<file path="src/logic/svm_map.svh">
// Constants for the supply voltage monitor
`ifndef SVM_MAP_SVH
`define SVM_MAP_SVH
`define SVM_LEVEL_W 3
`define SVM_LEVEL_CNT 8
`define SVM_EXTERNAL_INTERRUPT_CONTROLLER_LINE 8
`define SVM_EXTERNAL_INTERRUPT_CONTROLLER_LINE_W 4
`define SVM_POR_HOLD_NS 64
`define SVM_CLK_NS 4
`define SVM_POR_HOLD_CYC ((`SVM_POR_HOLD_NS + `SVM_CLK_NS - 1) / `SVM_CLK_NS)
`define SVM_HOLD_W 5
`define SVM_FLAG_BIT 0
`endif

</file>
<file path="src/logic/svm_pkg.sv">
// Types for the supply voltage monitor
package svm_pkg;
  typedef enum logic [1:0] {
    SVM_ST_RESET,
    SVM_ST_RUN
  } svm_state_t;
  // Power control fields written by software
  typedef struct packed {
    logic [2:0] threshold_level_select;
    logic detector_enable;
  } svm_ctrl_t;
  // Event toward the external interrupt controller
  typedef struct packed {
    logic pulse;
    logic [3:0] line;
  } svm_event_t;
endpackage

</file>
<file path="src/logic/svm_sync.sv">
// Two flip-flop synchroniser for one vector of levels
`timescale 1ns/10ps
`include "svm_map.svh"
module svm_sync #(
  parameter int W = 1
) (
  input wire logic core_clk_i,
  input wire logic sys_rst_i,
  input wire logic [W-1:0] async_i,
  output logic [W-1:0] sync_o
);
  typedef struct packed {
    logic [W-1:0] first;
    logic [W-1:0] second;
  } svm_sync_state_t;
  svm_sync_state_t st_reg;
  svm_sync_state_t st_next;
  // First stage feeds only the second stage
  always_comb begin
    st_next.first = async_i;
    st_next.second = st_reg.first;
  end
  // Register both stages
  always_ff @(posedge core_clk_i) begin
    if (sys_rst_i) begin
      st_reg <= '0;
    end else begin
      st_reg <= st_next;
    end
  end
  assign sync_o = st_reg.second;
endmodule

</file>
<file path="src/logic/svm_top.sv">
// Supply voltage monitor control and status logic
// Operation
// - The supply is compared against the threshold picked by the select.
// - Each crossing either way raises an event on interrupt line 8.
// - The detector works only while its enable is set.
// - The flag reads 1 when the supply is below threshold, else 0.
// - Power-on and power-down comparators request system reset.
`timescale 1ns/10ps
`include "svm_map.svh"
module svm_top (
  input wire logic core_clk_i,
  input wire logic sys_rst_i,
  input wire svm_pkg::svm_ctrl_t ctrl_i,
  input wire logic [`SVM_LEVEL_CNT-1:0] level_below_i,
  input wire logic por_below_i,
  input wire logic pdr_below_i,
  output logic supply_below_flag_o,
  output svm_pkg::svm_event_t event_o,
  output logic sys_reset_req_o
);
  // ==========================================================
  // Pin synchronisation
  // ==========================================================
  logic [`SVM_LEVEL_CNT+1:0] pins_sync;
  logic [`SVM_LEVEL_CNT+1:0] pins_raw;
  // Reset comparators above the level comparators
  assign pins_raw = {pdr_below_i, por_below_i, level_below_i};
  svm_sync #(
    .W(`SVM_LEVEL_CNT + 2)
  ) u_sync (
    .core_clk_i(core_clk_i),
    .sys_rst_i(sys_rst_i),
    .async_i(pins_raw),
    .sync_o(pins_sync)
  );
  // ==========================================================
  // State
  // ==========================================================
  typedef struct packed {
    svm_pkg::svm_state_t state;
    logic flag;
    logic pulse;
    logic reset_req;
    logic [`SVM_HOLD_W-1:0] hold;
  } svm_top_state_t;
  svm_top_state_t st_reg;
  svm_top_state_t st_next;
  logic cmp_below;
  logic supply_low;
  // Pick the comparator of the selected level
  assign cmp_below =
    pins_sync[ctrl_i.threshold_level_select];
  // Either reset comparator asks for reset
  assign supply_low = pins_sync[`SVM_LEVEL_CNT] |
    pins_sync[`SVM_LEVEL_CNT+1];
  // Next state: flag, crossing event and reset stretch
  always_comb begin
    st_next = st_reg;
    st_next.pulse = 1'b0;
    case (st_reg.state)
      svm_pkg::SVM_ST_RESET: begin
        st_next.reset_req = 1'b1;
        st_next.flag = 1'b0;
        if (supply_low) begin
          st_next.hold = '0;
        end else if (st_reg.hold ==
          `SVM_HOLD_W'(`SVM_POR_HOLD_CYC - 1)) begin
          st_next.state = svm_pkg::SVM_ST_RUN;
          st_next.reset_req = 1'b0;
        end else begin
          st_next.hold = st_reg.hold + `SVM_HOLD_W'(1);
        end
      end
      svm_pkg::SVM_ST_RUN: begin
        if (supply_low) begin
          st_next.state = svm_pkg::SVM_ST_RESET;
          st_next.reset_req = 1'b1;
          st_next.hold = '0;
          st_next.flag = 1'b0;
        end else if (ctrl_i.detector_enable) begin
          st_next.flag = cmp_below;
          st_next.pulse = cmp_below ^ st_reg.flag;
        end else begin
          st_next.flag = 1'b0;
        end
      end
      default: begin
        st_next.state = svm_pkg::SVM_ST_RESET;
      end
    endcase
  end
  // Register the whole state
  always_ff @(posedge core_clk_i) begin
    if (sys_rst_i) begin
      st_reg <= '0;
      st_reg.state <= svm_pkg::SVM_ST_RESET;
      st_reg.reset_req <= 1'b1;
    end else begin
      st_reg <= st_next;
    end
  end
  // Flag, pulse and reset request straight from flip-flops; event line is a constant
  assign supply_below_flag_o = st_reg.flag;
  assign event_o.pulse = st_reg.pulse;
  assign event_o.line = `SVM_EXTERNAL_INTERRUPT_CONTROLLER_LINE_W'(`SVM_EXTERNAL_INTERRUPT_CONTROLLER_LINE);
  assign sys_reset_req_o = st_reg.reset_req;
endmodule

</file>
<file path="config.mk">
export PLATFORM = sky130hd
export DESIGN_NAME = svm_top
export DESIGN_NICKNAME = d
export VERILOG_FILES = /design/src/logic/svm_pkg.sv /design/src/logic/svm_sync.sv /design/src/logic/svm_top.sv
export VERILOG_INCLUDE_DIRS = /design/src /design/src/logic
export SDC_FILE = /design/constraint.sdc
export NUM_CORES = 1
export LEC_CHECK = 0
export ABC_AREA = 0
export BUFFER_PORTS_ARGS = -buffer_cell sky130_fd_sc_hd__buf_2
export CELL_PAD_IN_SITES_DETAIL_PLACEMENT = 0
export CELL_PAD_IN_SITES_GLOBAL_PLACEMENT = 1
export CORE_AREA = 2 2 54 56
export DETAILED_ROUTE_END_ITERATION = 10
export DIE_AREA = 0 0 56 58
export PLACE_DENSITY_LB_ADDON = 0.1
export REMOVE_ABC_BUFFERS = 1
export SKIP_LAST_GASP = 1
export SLEW_MARGIN = 20
export SYNTH_ARGS = -nofsm -noshare
export SYNTH_HDL_FRONTEND = slang
export SYNTH_HIERARCHICAL = 1
export SYNTH_SLANG_ARGS = --single-unit
</file>
<file path="constraint.sdc">
create_clock -name core_clk_i -period 2.9 [get_ports core_clk_i]
set_input_delay 0.145 -clock core_clk_i [delete_from_list [all_inputs] [get_ports core_clk_i]]
set_output_delay 0.145 -clock core_clk_i [all_outputs]
set_load 0.01 [all_outputs]
</file>
-- After elaboration in Yosys (flattened, before gate mapping)
Index checks and enable logic that the tools add are counted.
- flip-flop bits (word level): 30
- input bits: 16
- output and inout bits: 7
- logic and storage cells: 40
- add/subtract/negate cells: 1
- $lt $le $gt $ge: 1
- equality and inequality tests: 6
- muxes and demuxes: 15
- bitwise logic cells: 4
- reductions and logical operators: 6
- operators by type and width (kind ; number):
    case mux 6 bit (2 select lines) ; 1
    2-to-1 mux 5 bit ; 2
    2-to-1 mux 2 bit ; 3
    2-to-1 mux 6 bit ; 1
    inequality test 2 bit, second input constant ; 3
    AND reduction 3 bit ; 2
    adder 5 x 1 -> 5 bit, second input constant ; 1
    == test 5 x 4 -> 1 bit, second input constant ; 1
    less-than comparator 3 x 5 -> 1 bit, second input constant ; 1
    2-to-1 mux 1 bit ; 5
    case mux 2 bit (2 select lines) ; 1
    OR reduction 4 bit ; 1
    binary-select mux 1 bit (select 3 bit) ; 1
    inequality test 3 bit, second input constant ; 1
    == test 2 x 1 -> 1 bit, second input constant ; 1
    logical NOT 2 bit ; 1
    inverter 1 bit ; 2
    case mux 1 bit (2 select lines) ; 1
    AND reduction 2 bit ; 1
    nonzero test 2 bit ; 1
    OR 1 bit ; 1
    XOR 1 bit ; 1

-- Logic depth before layout (Yosys ltp)
- depth after elaboration: 5
- depth in mapped cells: 6
- depth with buffers taken out: 6

-- Cells and area by module
The synthesis kept the hierarchy.
- by module, submodules not included (module ; instances ; cells an instance ; area each (um^2) ; sequential area each (um^2)):
    svm_sync ; 1 ; 42 ; 618.1 ; 400.4
    svm_top ; 1 ; 52 ; 488.0 ; 180.2

-- Worst setup path after synthesis
Ideal clock, no wire load.
- kind: register to register
- start: register st_reg[0] (netlist bit)
- end: register st_reg[3] (netlist bit)
- setup time: 70 ps
- arrival: 1482 ps
- data required time: 2830 ps
- slack: 1348 ps
- cell stages (with the launch flop): 6
- path buffers: 0
- period minus slack after synthesis: 1552 ps
- cells stage by stage: dfxtp_1 ha_1 and3_1 ha_1 or4_1 a21oi_1
- cells in the longest elaborated chain, start to end: 4
- elaborated cells on any way between the ends: 7
- classes of those cells: add/sub (1); eq/ne (2); mux (3); reduce/logical (1)
- RTL lines (element ; RTL line ; source):
    from (decl) ; svm_top.sv:46 ; svm_top_state_t st_reg;
    from (signal assigned) ; svm_top.sv:99 ; st_reg <= st_next;
    adder 5 x 1 -> 5 bit ; svm_top.sv:71 ; st_next.hold = st_reg.hold + `SVM_HOLD_W'(1);
    2-to-1 mux 5 bit ; svm_top.sv:66 ; end else if (st_reg.hold ==
    2-to-1 mux 5 bit ; svm_top.sv:64 ; if (supply_low) begin
    case mux 6 bit (2 select lines) ; svm_top.sv:60 ; case (st_reg.state)
Parallel ways exist; a longest one is shown, timed or not. The select of a mux whose other input is x is not followed.
A chain may end at the register's enable or synchronous reset.

-- Worst setup path in the final report
Same ends and word-level chain as after synthesis.

==> reports/results.txt <==
The run finished with clean final reports. Final hold analysis gives a worst-case slack of 0.0366 ns. Clock skew on the completed layout was measured at 0.00458 ns. In this run the worst hold path is classified as input port to flop.

23 I/O pins were placed. The detail route stage leaves a number of antenna-violating nets equal to 0. Among all flip-flop cells after synthesis, the most frequent one is dfxtp_1.

The worst setup path is launched from a flop. The async set-or-reset flop fraction in the synthesized netlist was 0%; the clock latency of the later-clocked register in the worst-skew pair was 0.31 ns. The tools report the sequential share of the synthesized area as 52.5%. After routing the design area is 1230 sq um.

The routed via count divided by cell count is 4.59. The end of the worst register-to-register path was st_reg[3]. The tools report the reg-to-reg startpoint as st_reg[0]. The highest net fanout along the worst path was 6; the setup slack on the worst flop-to-flop path was 1.24 ns.

In this run the core area contains 19 standard-cell rows. The register bit total from synthesis is 29. The run gives 136 as the total placed cells including tap cells. In this run the cell area measured after placement is 1170 sq um. The core region is 2660 sq um.

At the pin with the least slew margin, the transition time is 0.635 ns. Adding up every negative setup slack in the final design gives 0 ns. The share of the synthesized area in the top cell type came out at 52.5%. For this block, the initial DRC count from the detailed router was 8. Per report_power, the combinational group accounts for 7.3% of the total. The cell count of the worst hold path was 2; the critical path data arrival time was 1.91 ns. TritonCTS built the clock tree.

In this run the power spent charging and discharging nets is 0.149 mW. The average instance in the mapped netlist occupies 11.8 sq um. The tree is rooted in a clkbuf_4. The die outline height came out at 58 um.

The first global-routing pass estimated 2410 um of wire. The tools report the total routing usage reported by global routing as 10.5%. At the end of the flow, the number of nets in the layout was 130. The tools report the routed wire length as 1450 um. Ranked by instance count, the synthesized netlist is headed by dfxtp_1 (29), nor2b_2 (16), buf_4 (5), nor2_1 (5), nor2b_4 (4). The number of cells on the worst reg-to-reg path is 5. The hold buffer count at cts was 0; the post-detailed-placement half-perimeter wirelength was 1050 um. The total congestion overflow after global routing came out at 0. The cell area after technology mapping came out at 1110 sq um. In this run, CTS created clock tree buffers numbering 5. The share of total power dissipated in sequential elements is 59.4%.

The clock transition at the register clock pins on the worst setup and hold paths after CTS is 0.08 ns. Headroom to the max-slew limit came out at 57.7%. In this run switching power makes up 21.1% of total power. Following the worst setup path forward leads to its endpoint at st_reg[3]. For met1 alone, demand over resource in global routing was 11.1%. Setup violations remaining at the end of the flow were counted as 0. The tools report the number of max-slew violations in the final report as 0.

By area the synthesized netlist is led by dfxtp_1 (52%), nor2b_2 (13%), nor2b_4 (5.0%), buf_4 (3.4%), mux2_2 (3.1%). Based on the critical path, the design can be clocked at up to 601 MHz. The layer with the highest usage after global routing was met2.

The tools report the number of antenna cells inserted as 0. The run gives 656 as the total number of vias. The number of setup buffers added after CTS is 0. The floorplan step defined a die boundary enclosing 3250 sq um. The run gives 0 as the initial antenna violation count. The number of synthesized flops with an enable pin was 0.

The share of the cycle needed by the critical path after routing is 57.4%. Tracing the worst setup path back leads to its startpoint at st_reg[0]. The H-tree generated during clock tree synthesis spans 2 levels.

Cell internal power was estimated by the tool at 0.556 mW. During placement, the flow inserted port buffers numbering 18. The count of unresolved DRC violations after routing is 0, and the average wire length per cell after detail routing is 10.1 um. Summed over all instances, the cell type with the most area after synthesis is dfxtp_1. Entering global routing, the biggest net connects 23 pins. The pre-antenna-repair detailed-routing pass consisted of 2 iterations. The run gives 6 as the number of warnings issued by yosys. The non-filler instance count after layout was 143; the leakage power of the design was 0.518 nW. The critical path capture point type is a flop. Number of failing hold endpoints at the final stage: 0.

The critical path is of the flop to flop type. Most frequent cell after synthesis: dfxtp_1. In the global route stage, met3 resource usage came out at 8.04%. The smallest clock period supported by the final layout is computed as 1.66 ns.

The worst IR drop on VDD was 397 uV; the number of gates resized after CTS was 0. The number of distinct library cells after synthesis was 29; the via count of the first global-routing pass was 603. The synthesized instance count is 94, and the portion of total power attributed to the clock network is 33.3%. The run gives 41.5% as the initial core utilization. The synthesis-to-finish area growth came out at 11.2%. The post-route netlist has 42.9% of its cells at a drive strength greater than 1.

Dividing total power by cell area gives a power density of 574 nW/um^2. Global routing consumed, on the met2 layer, 14.8% of the routing resources. The logs give 0.631 for the final RePlAce weighted congestion and 0 for the number of maximum-capacitance constraint violations. Setup repair after global routing left no endpoint under its margin.

The overall power after layout came out at 0.705 mW. The die is 56 um wide. The clock passes through at most 2 buffers.

The clock net in this run drives a total of 29 sinks. Required time of the critical path: 3.15 ns.
## power by group through the flow
stage	logic [mW]	registers [mW]	clock network [mW]
after floorplan	0.0305	0.427	0
after global placement	0.0506	0.428	0
after detailed placement	0.0517	0.429	0
after CTS	0.0522	0.419	0.248
after global routing	0.0572	0.420	0.273
final	0.0513	0.419	0.235
## cell usage in the layout, fill, tap and decap left out, types with 2 or more instances in the layout
master	Yosys	layout
a21oi_1	2	2
buf_2	0	18
clkbuf_4	0	5
conb_1	2	4
dfxtp_1	29	29
ha_1	2	2
inv_1	2	2
mux2_2	3	3
mux2i_1	2	2
nand2_1	2	2
nor2_1	5	5
nor2b_2	16	16
nor2b_4	4	4
xnor2_1	2	2
## metrics by stage
stage	worst slack (ns)	utilization [%]
after floorplan	1.35	-
after global placement	1.32	44.1
after detailed placement	1.26	44.1
after CTS	1.24	46.2
after global routing	1.15	46.2
final	1.24	46.2
## critical path: stages, from the launching register on
cell,delay [ns]
dfxtp_1,0.34
ha_1,0.21
and3_1,0.18
ha_1,0.24
or4_1,0.48
a21oi_1,0.15
## logic make-up after synthesis
logic type | after synthesis | synth area share [%]
compound gates | 5 | 2.72
xor+xnor | 2 | 1.58
fa+ha+maj | 2 | 2.26
buf+inv | 11 | 6.79
flops | 29 | 52.5
mux | 7 | 7.92
other cells | 2 | 0.679
simple gates | 36 | 25.6
## metal layers
metal | up-vias | share of wire (%)
met2 | 23 | 47
met4 | 0 | 1.2
met3 | 2 | 8.0
met5 | - | 0
met1 | 294 | 44
li1 | 337 | -
## how the worst min path moves through the flow
| stage | startpoint | end | slack [ns] |
|---|---|---|---|
| floorplan | sys_rst_i | u_sync/st_next[5] | 0.21 |
| global placement | level_below_i[6] | u_sync/st_next[6] | 0.35 |
| detailed placement | level_below_i[3] | u_sync/st_next[3] | 0.36 |
| CTS | por_below_i | u_sync/st_next[8] | 0.02 |
| global route | level_below_i[2] | u_sync/st_next[2] | 0.005 |
| finish | por_below_i | u_sync/st_next[8] | 0.04 |
## layout make-up
| class | instances | area, sq um |
|---|---|---|
| inverters | 2 | 7.51 |
| fillers | 266 | 1430 |
| well taps | 31 | 38.8 |
| flip-flops and latches | 29 | 581 |
| multi-input cells | 56 | 458 |
| clock buffers | 7 | 55.1 |
| repair buffers | 18 | 90.1 |
Power figures use the tool's default switching activity.
